<file path="src/include/fgw_pkg.sv">
/*
  Shared constants and types for the fuse-guarded watchdog: register map,
  control field layout, status bits, safety levels and timing counts.
  Assumes a 32-bit APB slave with 8-bit byte addresses, clocked at 50 MHz.
*/
package fgw_pkg;

  // ************************************************************
  // register map (byte addresses, one aligned word each)
  // ************************************************************
  localparam int unsigned ADDR_W = 8;
  localparam int unsigned DATA_W = 32;
  localparam logic [7:0] OFF_CTRL = 8'h00;
  localparam logic [7:0] OFF_STATUS = 8'h04;
  localparam logic [7:0] OFF_MASK = 8'h08;
  localparam logic [7:0] OFF_RSTFLAG = 8'h0C;
  localparam logic [7:0] OFF_RESTART = 8'h10;
  localparam logic [31:0] DATA_ZERO = 32'h0000_0000;

  // ************************************************************
  // timing
  // ************************************************************
  localparam int unsigned CLOCK_HZ = 50_000_000;
  localparam int unsigned OSC_HZ = 1_000_000;
  localparam int unsigned PERIOD_BASE_DEF = 16_384;
  localparam int unsigned CNT_W = 21;
  localparam int unsigned CHG_WINDOW_CYC = 4;
  localparam logic [1:0] CHG_LAST = 2'(CHG_WINDOW_CYC - 1);
  localparam logic [1:0] STRAP_LAST = 2'h3;

  // ************************************************************
  // fields
  // ************************************************************
  localparam int unsigned FLAG_BIT = 0;
  localparam logic [2:0] PERIOD_RESET = 3'h0;
  localparam int unsigned STS_W = 2;

  typedef enum logic [1:0] {FGW_LVL0, FGW_LVL1, FGW_LVL2} fgw_level_e;

  typedef struct packed {
    logic [2:0] rsvd;
    logic chg_en;
    logic enable;
    logic [2:0] period;
  } fgw_ctrl_s;

  typedef struct packed {
    logic refused;
    logic timeout;
  } fgw_evt_s;

  // fuse inputs are high when programmed
  function automatic fgw_level_e fuse_level(input logic compat, input logic always_on);
    if (always_on) begin
      return FGW_LVL2;
    end
    return compat ? FGW_LVL0 : FGW_LVL1;
  endfunction : fuse_level

endpackage : fgw_pkg

</file>
<file path="src/hw/fgw_sync.sv">
/*
  Two-flop level synchroniser for a bundle of asynchronous inputs.
  Assumes the inputs change slowly relative to the clock.
*/
`timescale 1ns/1ps
module fgw_sync #(
  parameter int unsigned W = 1
) (
  input wire logic clock,
  input wire logic sys_rst,
  input wire logic [W-1:0] async_in,
  output logic [W-1:0] sync_out
);
  logic [W-1:0] meta_q;

  // ************************************************************
  // synchroniser
  // ************************************************************
  // first stage feeds only the second stage
  always_ff @(posedge clock or posedge sys_rst) begin
    if (sys_rst) begin
      meta_q <= '0;
      sync_out <= '0;
    end else begin
      meta_q <= async_in;
      sync_out <= meta_q;
    end
  end
endmodule : fgw_sync

</file>
<file path="src/hw/fgw_watchdog.sv">
/*
  Fuse-guarded watchdog with APB register access, sticky status with mask
  and interrupt, reset-source flag and a one-cycle chip reset pulse.
  Assumes one 50 MHz clock; the watchdog oscillator and fuses are pins.
*/
// The APB interface to the registers and the register offsets are this design's own decisions.
`timescale 1ns/1ps
module fgw_watchdog
  import fgw_pkg::*;
#(
  parameter int unsigned PERIOD_BASE = fgw_pkg::PERIOD_BASE_DEF
) (
  input wire logic clock,
  input wire logic sys_rst,
  input wire logic [fgw_pkg::ADDR_W-1:0] paddr,
  input wire logic psel,
  input wire logic penable,
  input wire logic pwrite,
  input wire logic [fgw_pkg::DATA_W-1:0] pwdata,
  output logic [fgw_pkg::DATA_W-1:0] prdata,
  output logic pready,
  output logic pslverr,
  input wire logic osc_clk_pin,
  input wire logic compat_fuse,
  input wire logic always_on_fuse,
  input wire logic restart_instruction,
  input wire logic chip_rst_in,
  output logic chip_rst_pulse,
  output logic irq
);
  import fgw_pkg::*;

  // ************************************************************
  // pin synchronisation
  // ************************************************************
  logic [2:0] pins_sync;
  logic osc_prev_q;
  logic osc_tick;

  fgw_sync #(.W(3)) u_sync (
    .clock(clock),
    .sys_rst(sys_rst),
    .async_in({osc_clk_pin, compat_fuse, always_on_fuse}),
    .sync_out(pins_sync)
  );

  // rising edge of the oscillator, seen after two flops
  always_ff @(posedge clock or posedge sys_rst) begin
    if (sys_rst) begin
      osc_prev_q <= 1'b0;
    end else begin
      osc_prev_q <= pins_sync[2];
    end
  end
  assign osc_tick = pins_sync[2] & ~osc_prev_q;

  // ************************************************************
  // strap capture of the safety level
  // ************************************************************
  logic [1:0] strap_cnt_q;
  logic init_done_q;
  fgw_level_e level_q;
  logic strap_take;
  logic is_l0;
  logic is_l2;

  // fuses are caught only after the synchroniser has settled
  assign strap_take = ~init_done_q & (strap_cnt_q == STRAP_LAST);
  assign is_l0 = (level_q == FGW_LVL0);
  assign is_l2 = (level_q == FGW_LVL2);

  always_ff @(posedge clock or posedge sys_rst) begin
    if (sys_rst) begin
      strap_cnt_q <= 2'h0;
      init_done_q <= 1'b0;
      level_q <= FGW_LVL1;
    end else begin
      if (!init_done_q) begin
        strap_cnt_q <= strap_cnt_q + 2'h1;
      end
      if (strap_take) begin
        init_done_q <= 1'b1;
        level_q <= fuse_level(pins_sync[1], pins_sync[0]);
      end
    end
  end

  // ************************************************************
  // apb decode
  // ************************************************************
  logic acc_start;
  logic xfer_done;
  logic wr_take;
  logic sel_ctrl;
  logic sel_status;
  logic sel_mask;
  logic sel_flag;
  logic sel_restart;
  logic mapped;
  logic wr_ctrl;
  logic wr_restart;
  logic [DATA_W-1:0] rd_mux;
  fgw_ctrl_s wd;

  // one wait state; reads are sampled when pready is raised
  assign acc_start = psel & penable & ~pready & init_done_q;
  assign xfer_done = psel & penable & pready;
  assign wr_take = xfer_done & pwrite;
  assign sel_ctrl = (paddr == OFF_CTRL);
  assign sel_status = (paddr == OFF_STATUS);
  assign sel_mask = (paddr == OFF_MASK);
  assign sel_flag = (paddr == OFF_RSTFLAG);
  assign sel_restart = (paddr == OFF_RESTART);
  assign mapped = sel_ctrl | sel_status | sel_mask | sel_flag | sel_restart;
  assign wr_ctrl = wr_take & sel_ctrl & ~pslverr;
  assign wr_restart = (wr_take & sel_restart & ~pslverr) | restart_instruction;
  assign wd = fgw_ctrl_s'(pwdata[7:0]);

  // ************************************************************
  // control register
  // ************************************************************
  logic en_q;
  logic ce_q;
  logic [1:0] ce_cnt_q;
  logic [2:0] per_q;
  logic reinit;
  logic timeout_hit;
  logic en_wr;
  logic per_ok;
  logic ce_expire;
  logic refused_evt;
  fgw_ctrl_s ctrl_view;

  // a timeout resets the chip, so the block restarts its own controls too
  assign reinit = chip_rst_in | timeout_hit | strap_take;
  // level 0 period writes are free; others need the open window
  assign per_ok = is_l0 | ce_q;
  // one always enables; zero only sticks inside the window, never in level 2
  assign en_wr = wd.enable | is_l2 | (en_q & ~ce_q);
  assign ce_expire = ce_q & (ce_cnt_q == CHG_LAST);
  assign refused_evt = wr_ctrl & en_q & ~wd.enable & (~ce_q | is_l2);
  assign ctrl_view = '{rsvd: 3'h0, chg_en: ce_q, enable: en_q | is_l2,
                       period: per_q};

  // initial enable follows the level captured from the fuses
  always_ff @(posedge clock or posedge sys_rst) begin
    if (sys_rst) begin
      en_q <= 1'b0;
      per_q <= PERIOD_RESET;
    end else if (reinit) begin
      en_q <= strap_take ? (fuse_level(pins_sync[1], pins_sync[0]) == FGW_LVL2) : is_l2;
      per_q <= PERIOD_RESET;
    end else if (wr_ctrl) begin
      en_q <= en_wr;
      per_q <= per_ok ? wd.period : per_q;
    end
  end

  // change-enable window: counts clocks from the write that opened it
  always_ff @(posedge clock or posedge sys_rst) begin
    if (sys_rst) begin
      ce_q <= 1'b0;
      ce_cnt_q <= 2'h0;
    end else if (reinit) begin
      ce_q <= 1'b0;
      ce_cnt_q <= 2'h0;
    end else if (wr_ctrl) begin
      ce_q <= wd.chg_en;
      ce_cnt_q <= 2'h0;
    end else begin
      ce_q <= ce_q & ~ce_expire;
      ce_cnt_q <= ce_q ? ce_cnt_q + 2'h1 : 2'h0;
    end
  end

  // ************************************************************
  // timeout counter
  // ************************************************************
  logic [CNT_W-1:0] cnt_q;
  logic [CNT_W-1:0] limit;
  logic cnt_clr;

  // last count before expiry; base doubles per code
  function automatic logic [CNT_W-1:0] period_limit(input logic [2:0] sel);
    return CNT_W'((PERIOD_BASE << sel) - 1);
  endfunction : period_limit

  assign limit = period_limit(per_q);
  // >= guards a period shortened below the running count
  assign timeout_hit = en_q & osc_tick & (cnt_q >= limit);
  assign cnt_clr = ~en_q | wr_restart | timeout_hit | reinit;

  always_ff @(posedge clock or posedge sys_rst) begin
    if (sys_rst) begin
      cnt_q <= '0;
    end else if (cnt_clr) begin
      cnt_q <= '0;
    end else if (osc_tick) begin
      cnt_q <= cnt_q + CNT_W'(1);
    end
  end

  // ************************************************************
  // reset pulse, flag, status and interrupt
  // ************************************************************
  logic flag_q;
  logic [STS_W-1:0] sts_q;
  logic [STS_W-1:0] mask_q;
  fgw_evt_s evt;
  logic [STS_W-1:0] sts_clr;
  logic flag_clr;

  assign evt = '{refused: refused_evt, timeout: timeout_hit};
  assign sts_clr = (wr_take & sel_status) ? pwdata[STS_W-1:0] : '0;
  assign flag_clr = wr_take & sel_flag & ~pwdata[FLAG_BIT];

  // set wins over clear on every sticky bit
  always_ff @(posedge clock or posedge sys_rst) begin
    if (sys_rst) begin
      chip_rst_pulse <= 1'b0;
      flag_q <= 1'b0;
      sts_q <= '0;
      mask_q <= '0;
      irq <= 1'b0;
    end else begin
      chip_rst_pulse <= timeout_hit;
      flag_q <= timeout_hit | (flag_q & ~flag_clr);
      sts_q <= evt | (sts_q & ~sts_clr);
      mask_q <= (wr_take & sel_mask) ? pwdata[STS_W-1:0] : mask_q;
      irq <= |(sts_q & mask_q);
    end
  end

  // ************************************************************
  // apb answer
  // ************************************************************
  // unmapped reads return zero with an error
  assign rd_mux = sel_ctrl ? {24'h00_0000, ctrl_view} :
                  sel_status ? {30'h0000_0000, sts_q} :
                  sel_mask ? {30'h0000_0000, mask_q} :
                  sel_flag ? {31'h0000_0000, flag_q} : DATA_ZERO;

  always_ff @(posedge clock or posedge sys_rst) begin
    if (sys_rst) begin
      pready <= 1'b0;
      pslverr <= 1'b0;
      prdata <= DATA_ZERO;
    end else begin
      pready <= acc_start;
      pslverr <= acc_start & ~mapped;
      prdata <= acc_start ? rd_mux : prdata;
    end
  end
endmodule : fgw_watchdog

</file>
<file path="config.mk">
export PLATFORM = sky130hd
export DESIGN_NAME = fgw_watchdog
export DESIGN_NICKNAME = d
export VERILOG_FILES = /design/src/include/fgw_pkg.sv /design/src/hw/fgw_sync.sv /design/src/hw/fgw_watchdog.sv
export SDC_FILE = /design/constraint.sdc
export NUM_CORES = 1
export LEC_CHECK = 0
export ABC_AREA = 0
export BUFFER_PORTS_ARGS = -buffer_cell sky130_fd_sc_hd__buf_2
export CORE_UTILIZATION = 28
export CTS_CLUSTER_DIAMETER = 100
export DETAILED_ROUTE_END_ITERATION = 8
export GPL_TIMING_DRIVEN = 0
export HOLD_SLACK_MARGIN = 0.02
export PLACE_DENSITY = 0.52
export SYNTH_ARGS = -nofsm -noshare
export SYNTH_HDL_FRONTEND = slang
export SYNTH_SLANG_ARGS = --single-unit
</file>
<file path="constraint.sdc">
create_clock -name clock -period 3.05 [get_ports clock]
set_input_delay 0.1525 -clock clock [delete_from_list [all_inputs] [get_ports clock]]
set_output_delay 0.1525 -clock clock [all_outputs]
set_load 0.1 [all_outputs]
</file>
Yosys cells after proc, flatten, opt, wreduce, memory -nomap -nowiden
Cells that the tools add are included.
- flip-flop bits (word level): 81
- logic and storage cells: 122
- $lt $le $gt $ge: 1
- bitwise logic cells: 56
- equality and inequality tests: 8
- multiplexer cells: 26
- shifts and indexed selects: 1
- reduce and logical (&&, ||, !) cells: 7
- $add $sub $neg: 4
- operators with widths (cell ; number):
    2-to-1 mux 21 bit ; 2
    AND 1 bit ; 25
    adder 21 x 1 -> 21 bit (second input constant) ; 1
    >= comparator 21 bit ; 1
    left shift 15 x 3 -> 21 bit (first input constant) ; 1
    subtractor 21 x 1 -> 21 bit (second input constant) ; 1
    2-to-1 mux 2 bit ; 10
    == test 8 x 4 -> 1 bit (second input constant) ; 2
    OR 1 bit ; 16
    inverter 1 bit ; 11
    2-to-1 mux 1 bit ; 10
    2-to-1 mux 3 bit ; 3
    == test 2 bit (second input constant) ; 4
    == test 8 x 3 -> 1 bit (second input constant) ; 1
    == test 8 x 5 -> 1 bit (second input constant) ; 1
    zero test 8 bit ; 1
    nonzero test 2 bit ; 3
    2-to-1 mux 5 bit ; 1
    adder 2 x 1 -> 2 bit (second input constant) ; 2
    AND 2 bit ; 2
    zero test 2 bit ; 1
    inverter 2 bit ; 1
    OR 2 bit ; 1
    AND reduction 2 bit ; 1
    OR reduction 2 bit ; 1

Depth between registers and ports, before layout
- depth in word-level cells: 12
- depth in mapped cells: 10
- gate-level depth less buffers: 8

Modules after synthesis
From an unflattened synthesis, not the netlist that was laid out.
- cells, all modules: 281
- area total of the unflattened synthesis: 2912.8 um^2
- modules (own cells, without submodules) (module ; cells an instance ; area an instance (um^2) ; times used ; sequential area each (um^2)):
    fgw_watchdog ; 274 ; 2758.9 ; 1 ; 1202.4
    fgw_sync ; 7 ; 153.9 ; 1 ; 150.1

Worst setup path before layout
Ideal clock, no wire load.
- path type: register to register
- from: register per_q[1]
- to: register en_q
- path slack: 0.735 ns
- library setup time: 0.079 ns
- stages on the path, launching flop included: 11
- arrival time: 2.236 ns
- path through: dfrtp_1 clkbuf_1 a21oi_1 ha_1 and3_1 nand3_1 or4_1 a31oi_4 nand2b_1 buf_4 mux2i_1
- word-level cells in the longest chain between the ends: 7
- elaborated cells between the ends (all ways): 8
- RTL lines (item ; line ; RTL):
    start, declared ; fgw_watchdog.sv:125 ; logic [2:0] per_q;
    start signal, assigned ; fgw_watchdog.sv:155 ; per_q <= per_ok ? wd.period : per_q;
    left shift 15 x 3 -> 21 bit (*) ; fgw_watchdog.sv:185 ; return CNT_W'((PERIOD_BASE << sel) - 1);
    subtractor 21 x 1 -> 21 bit (*) ; fgw_watchdog.sv:185 ;
    >= comparator 21 bit (*) ; fgw_watchdog.sv:190 ; assign timeout_hit = en_q & osc_tick & (cnt_q >= limit);
    AND 1 bit (*) ; fgw_watchdog.sv:190 ;
    net timeout_hit ; fgw_watchdog.sv:127 ; logic timeout_hit;
    OR 1 bit (*) (2 in series) ; fgw_watchdog.sv:135 ; assign reinit = chip_rst_in | timeout_hit | strap_take;
    2-to-1 mux 1 bit / nonzero test 2 bit (equally long branches) ; -- ;
    end signal, assigned ; fgw_watchdog.sv:151 ; en_q <= strap_take ? (fuse_level(pins_sync[1], pins_sync[0]) == FGW_LVL2) : is_l2;
    end signal, assigned ; fgw_watchdog.sv:154 ; en_q <= en_wr;
    end, declared ; fgw_watchdog.sv:122 ; logic en_q;
The timed path passes the listed nets; every way through them passes the cells marked *.
A chain may end at the register's enable or synchronous reset.

Final worst setup path
Same ends and word-level chain as after synthesis.

==> key figures <==
Floorplan
  • IO Count: 86
  • FP Rows: 36
  • Die X: approximately 100 um
  • Die Area: 10500 sq um
  • Die Y: 102 um
  • Core ar.: 9770 sq um
  • Initial Util: 28.8%

Worst setup path
  • Critical Path Source Type: flip-flop
  • WS Path Type: reg2reg
  • CP Max Fanout: 8
  • Worst Path Required: approximately 3300 ps
  • R2R cell count: 10
  • Crit end category: flip-flop
  • CP arrival: 2890 ps

Synth
  • Ys async rst share: 100%
  • Synth Warn #: 0
  • Most area-consuming cells after synthesis: dfrtp_1, buf_4, nor2_1
  • Sequential element share of the synthesized area: 48.0%
  • #FFs+latches synth: 54
  • Most used DFF post-synth: dfrtp_1
  • Mean Syn Cell Area: 10.3 sq um
  • Gate Count Post-Synth: between 200 and 300
  • Synth area leader: dfrtp_1
  • Synth top area share: 47.0%
  • Synth unique cells: 42
  • Post-synth EDFFs: 0
  • Mapped cell area: 2820 sq um

Clock tree
  • CTS tree: done
  • Worst-Skew Late Latency: 310 ps
  • Clock tree sinks: 54
  • CTS root buffer: clkbuf_8
  • Inserted Clock Buffers: 5
  • Maximum clock insertion buffer count: 2
  • Max H-tree Level: 2
  • CTS clk-pin slew, worst paths: 100 ps

Global route
  • GRT Residual Overflow: 0
  • Initial antenna violation count: 0
  • Total Routing Usage GR: 11.1%
  • First-pass GRT wire length: 8870 um
  • Vias in the first global route: 1849
  • Largest net degree at the start of global routing: 31

STA
  • Fin. max-slew vios: 0
  • Final min period: 2660 ps
  • Setup_tns: 0 ps
  • Endpoints failing hold: 0
  • Max-slew headroom: 63.4%
  • Fin Hold WS: around 88 ps
  • Final setup viols: 0
  • Slew @ Worst Pin: approximately 550 ps
  • Skew final: about 9.6 ps
  • RSZ-0062 raised after global routing: no
  • Tcrit/Tclk final: 87.2%
  • Fmax: 376 MHz

Worst hold path
  • Hold depth: 3
  • Hold/Removal Path Class: in2reg

Pwr
  • P per Cell Area: 413 nW/um^2
  • Leakage: about 1.6 nW
  • VDD IR max: 171 uV

Place
  • DP HPWL: 3870 um
  • Dpl cell area: 3260 sq um
  • RD Place Congestion: 0.767
  • Port-buffer cells: 31

Finish
  • Design Area, Final: 3390 sq um
  • Synth-to-Final Area Change: 20.2%
  • Antenna diode count: 0
  • Commonest non-fill, non-tap cells in the layout: dfrtp_1, nor2_1, buf_2
  • Share of post-route cells with drive strength above 1: 24.5%
  • Nets: 402
  • Commonest non-fill, non-tap cell in the layout: dfrtp_1
  • Fill count: 1010

Drt
  • Drt total wl: about 5300 um
  • Vias/cell: 4.16
  • Routed Antenna Nets: 0
  • Remaining DRCs: 0
  • DR WL/cell: 11.1 um
  • DRT iter0 DRCs: 60
  • Drt first pass iters: 4
  • Vias: 1982

Job
  • Max-cap violations: 0

Status
  • Status: finished clean
[stage by stage]
stage	total power (W)	std cells	setup slack [ps]	utilization [%]
global placement	0.000995	463	454	33.1
CTS	0.00142	476	395	34.7
floorplan	0.000962	299	735	-
global route	0.00147	476	258	34.7
detailed placement	0.000999	464	425	33.3
finish	0.00140	476	392	34.7
[per-layer routing]
layer | vias up | part of all wire (%) | GRT usage [%]
met5 | - | 0 | 0
met2 | 40 | 44 | 16.9
met4 | 0 | 1.1 | 3.96
li1 | 1026 | - | -
met1 | 911 | 50 | 15.5
met3 | 5 | 4.0 | 2.33
[Yosys cell counts, types with 2 or more instances]
cell type and number:
mux2i_1 7, nor2_1 37, dfrtp_1 53, nand3_1 12, a21o_1 3, clkbuf_1 3, buf_4 30, nand2b_1 5
nor2b_1 4, ha_1 10, and4_1 4, a21oi_1 7, inv_1 4, xnor2_1 8, or2_2 2, o21ai_0 5
o31ai_1 3, nand2_1 22, nand4_1 9, mux2_2 4, nor3_1 3, xor2_1 13, nand4b_1 3, and3_1 4
[power breakdown]
part           switching, W  internal (W)
clock              0.000230      0.000184
sequential       0.00000613      0.000725
combinational      0.000202     0.0000535
[state kept, by name (all words and copies together), names as in the netlist, 2 cells and up]
register and count:
ce_cnt_q 2, per_q 3, u_sync.sync_out 3, prdata 5, cnt_q 21, sts_q 2, u_sync.meta_q 3, level_q 2
mask_q 2, strap_cnt_q 2
[area by class of cell]
type	count	area [sq um]	share of cell area, %
multi-input combinational	208	1310	38.7
timing repair buffer	36	215	6.35
clock inverter	1	5.00	0.148
tap	133	166	4.91
inverter	4	15.0	0.443
clock buffer	7	86.3	2.55
sequential	54	1350	39.9
buffer	33	236	6.98
[cells by family (layout without fill, tap and decap cells)]
kind of cell / count (synthesis) / in the layout / share of synthesized area [%]
flip-flops: 54 / 54 / 48.0
XOR/XNOR: 21 / 21 / 6.52
AO/OA/AOI/OAI: 24 / 24 / 5.95
multiplexers: 12 / 12 / 4.88
buffers and inverters: 37 / 81 / 8.92
other: 1 / 27 / 0.133
adder cells (fa/ha/maj): 10 / 10 / 4.44
AND/OR/NAND/NOR: 114 / 114 / 21.2
[path summary, 6_finish.rpt]
| check | start | endpoint | slack (ps) |
|---|---|---|---|
| min in group asynchronous | sys_rst | init_done_q$_DFFE_PP0P_ | 440 |
| setup / recovery | per_q[1]$_DFFE_PP0P_ | en_q$_DFFE_PP0P_ | 390 |
| max in group asynchronous | sys_rst | cnt_q[20]$_DFFE_PP0P_ | 2060 |
| hold reg to reg | u_sync.meta_q[2]$_DFF_PP0_ | u_sync.sync_out[2]$_DFF_PP0_ | 350 |
| setup reg to reg | per_q[1]$_DFFE_PP0P_ | en_q$_DFFE_PP0P_ | 390 |
| hold / removal | pwdata[4] | ce_q$_DFF_PP0_ | 90 |
[worst max-delay path, stage by stage (launching register included)]
cell	delay (ps)
dfrtp_1	330
clkbuf_1	300
a21oi_1	120
ha_1	330
and3_1	160
nand3_1	80
or4_1	520
a31oi_4	270
nand2b_1	140
buf_4	150
mux2i_1	190
[repair_timing]
action                     in CTS  in global routing
resized for setup               0                  0
buffers inserted                0                  0
hold endpoints to repair       26                  0
hold buffers                    4                  0
setup endpoints to repair       0                  0
Note: power is estimated with default switching activity, not from simulation.
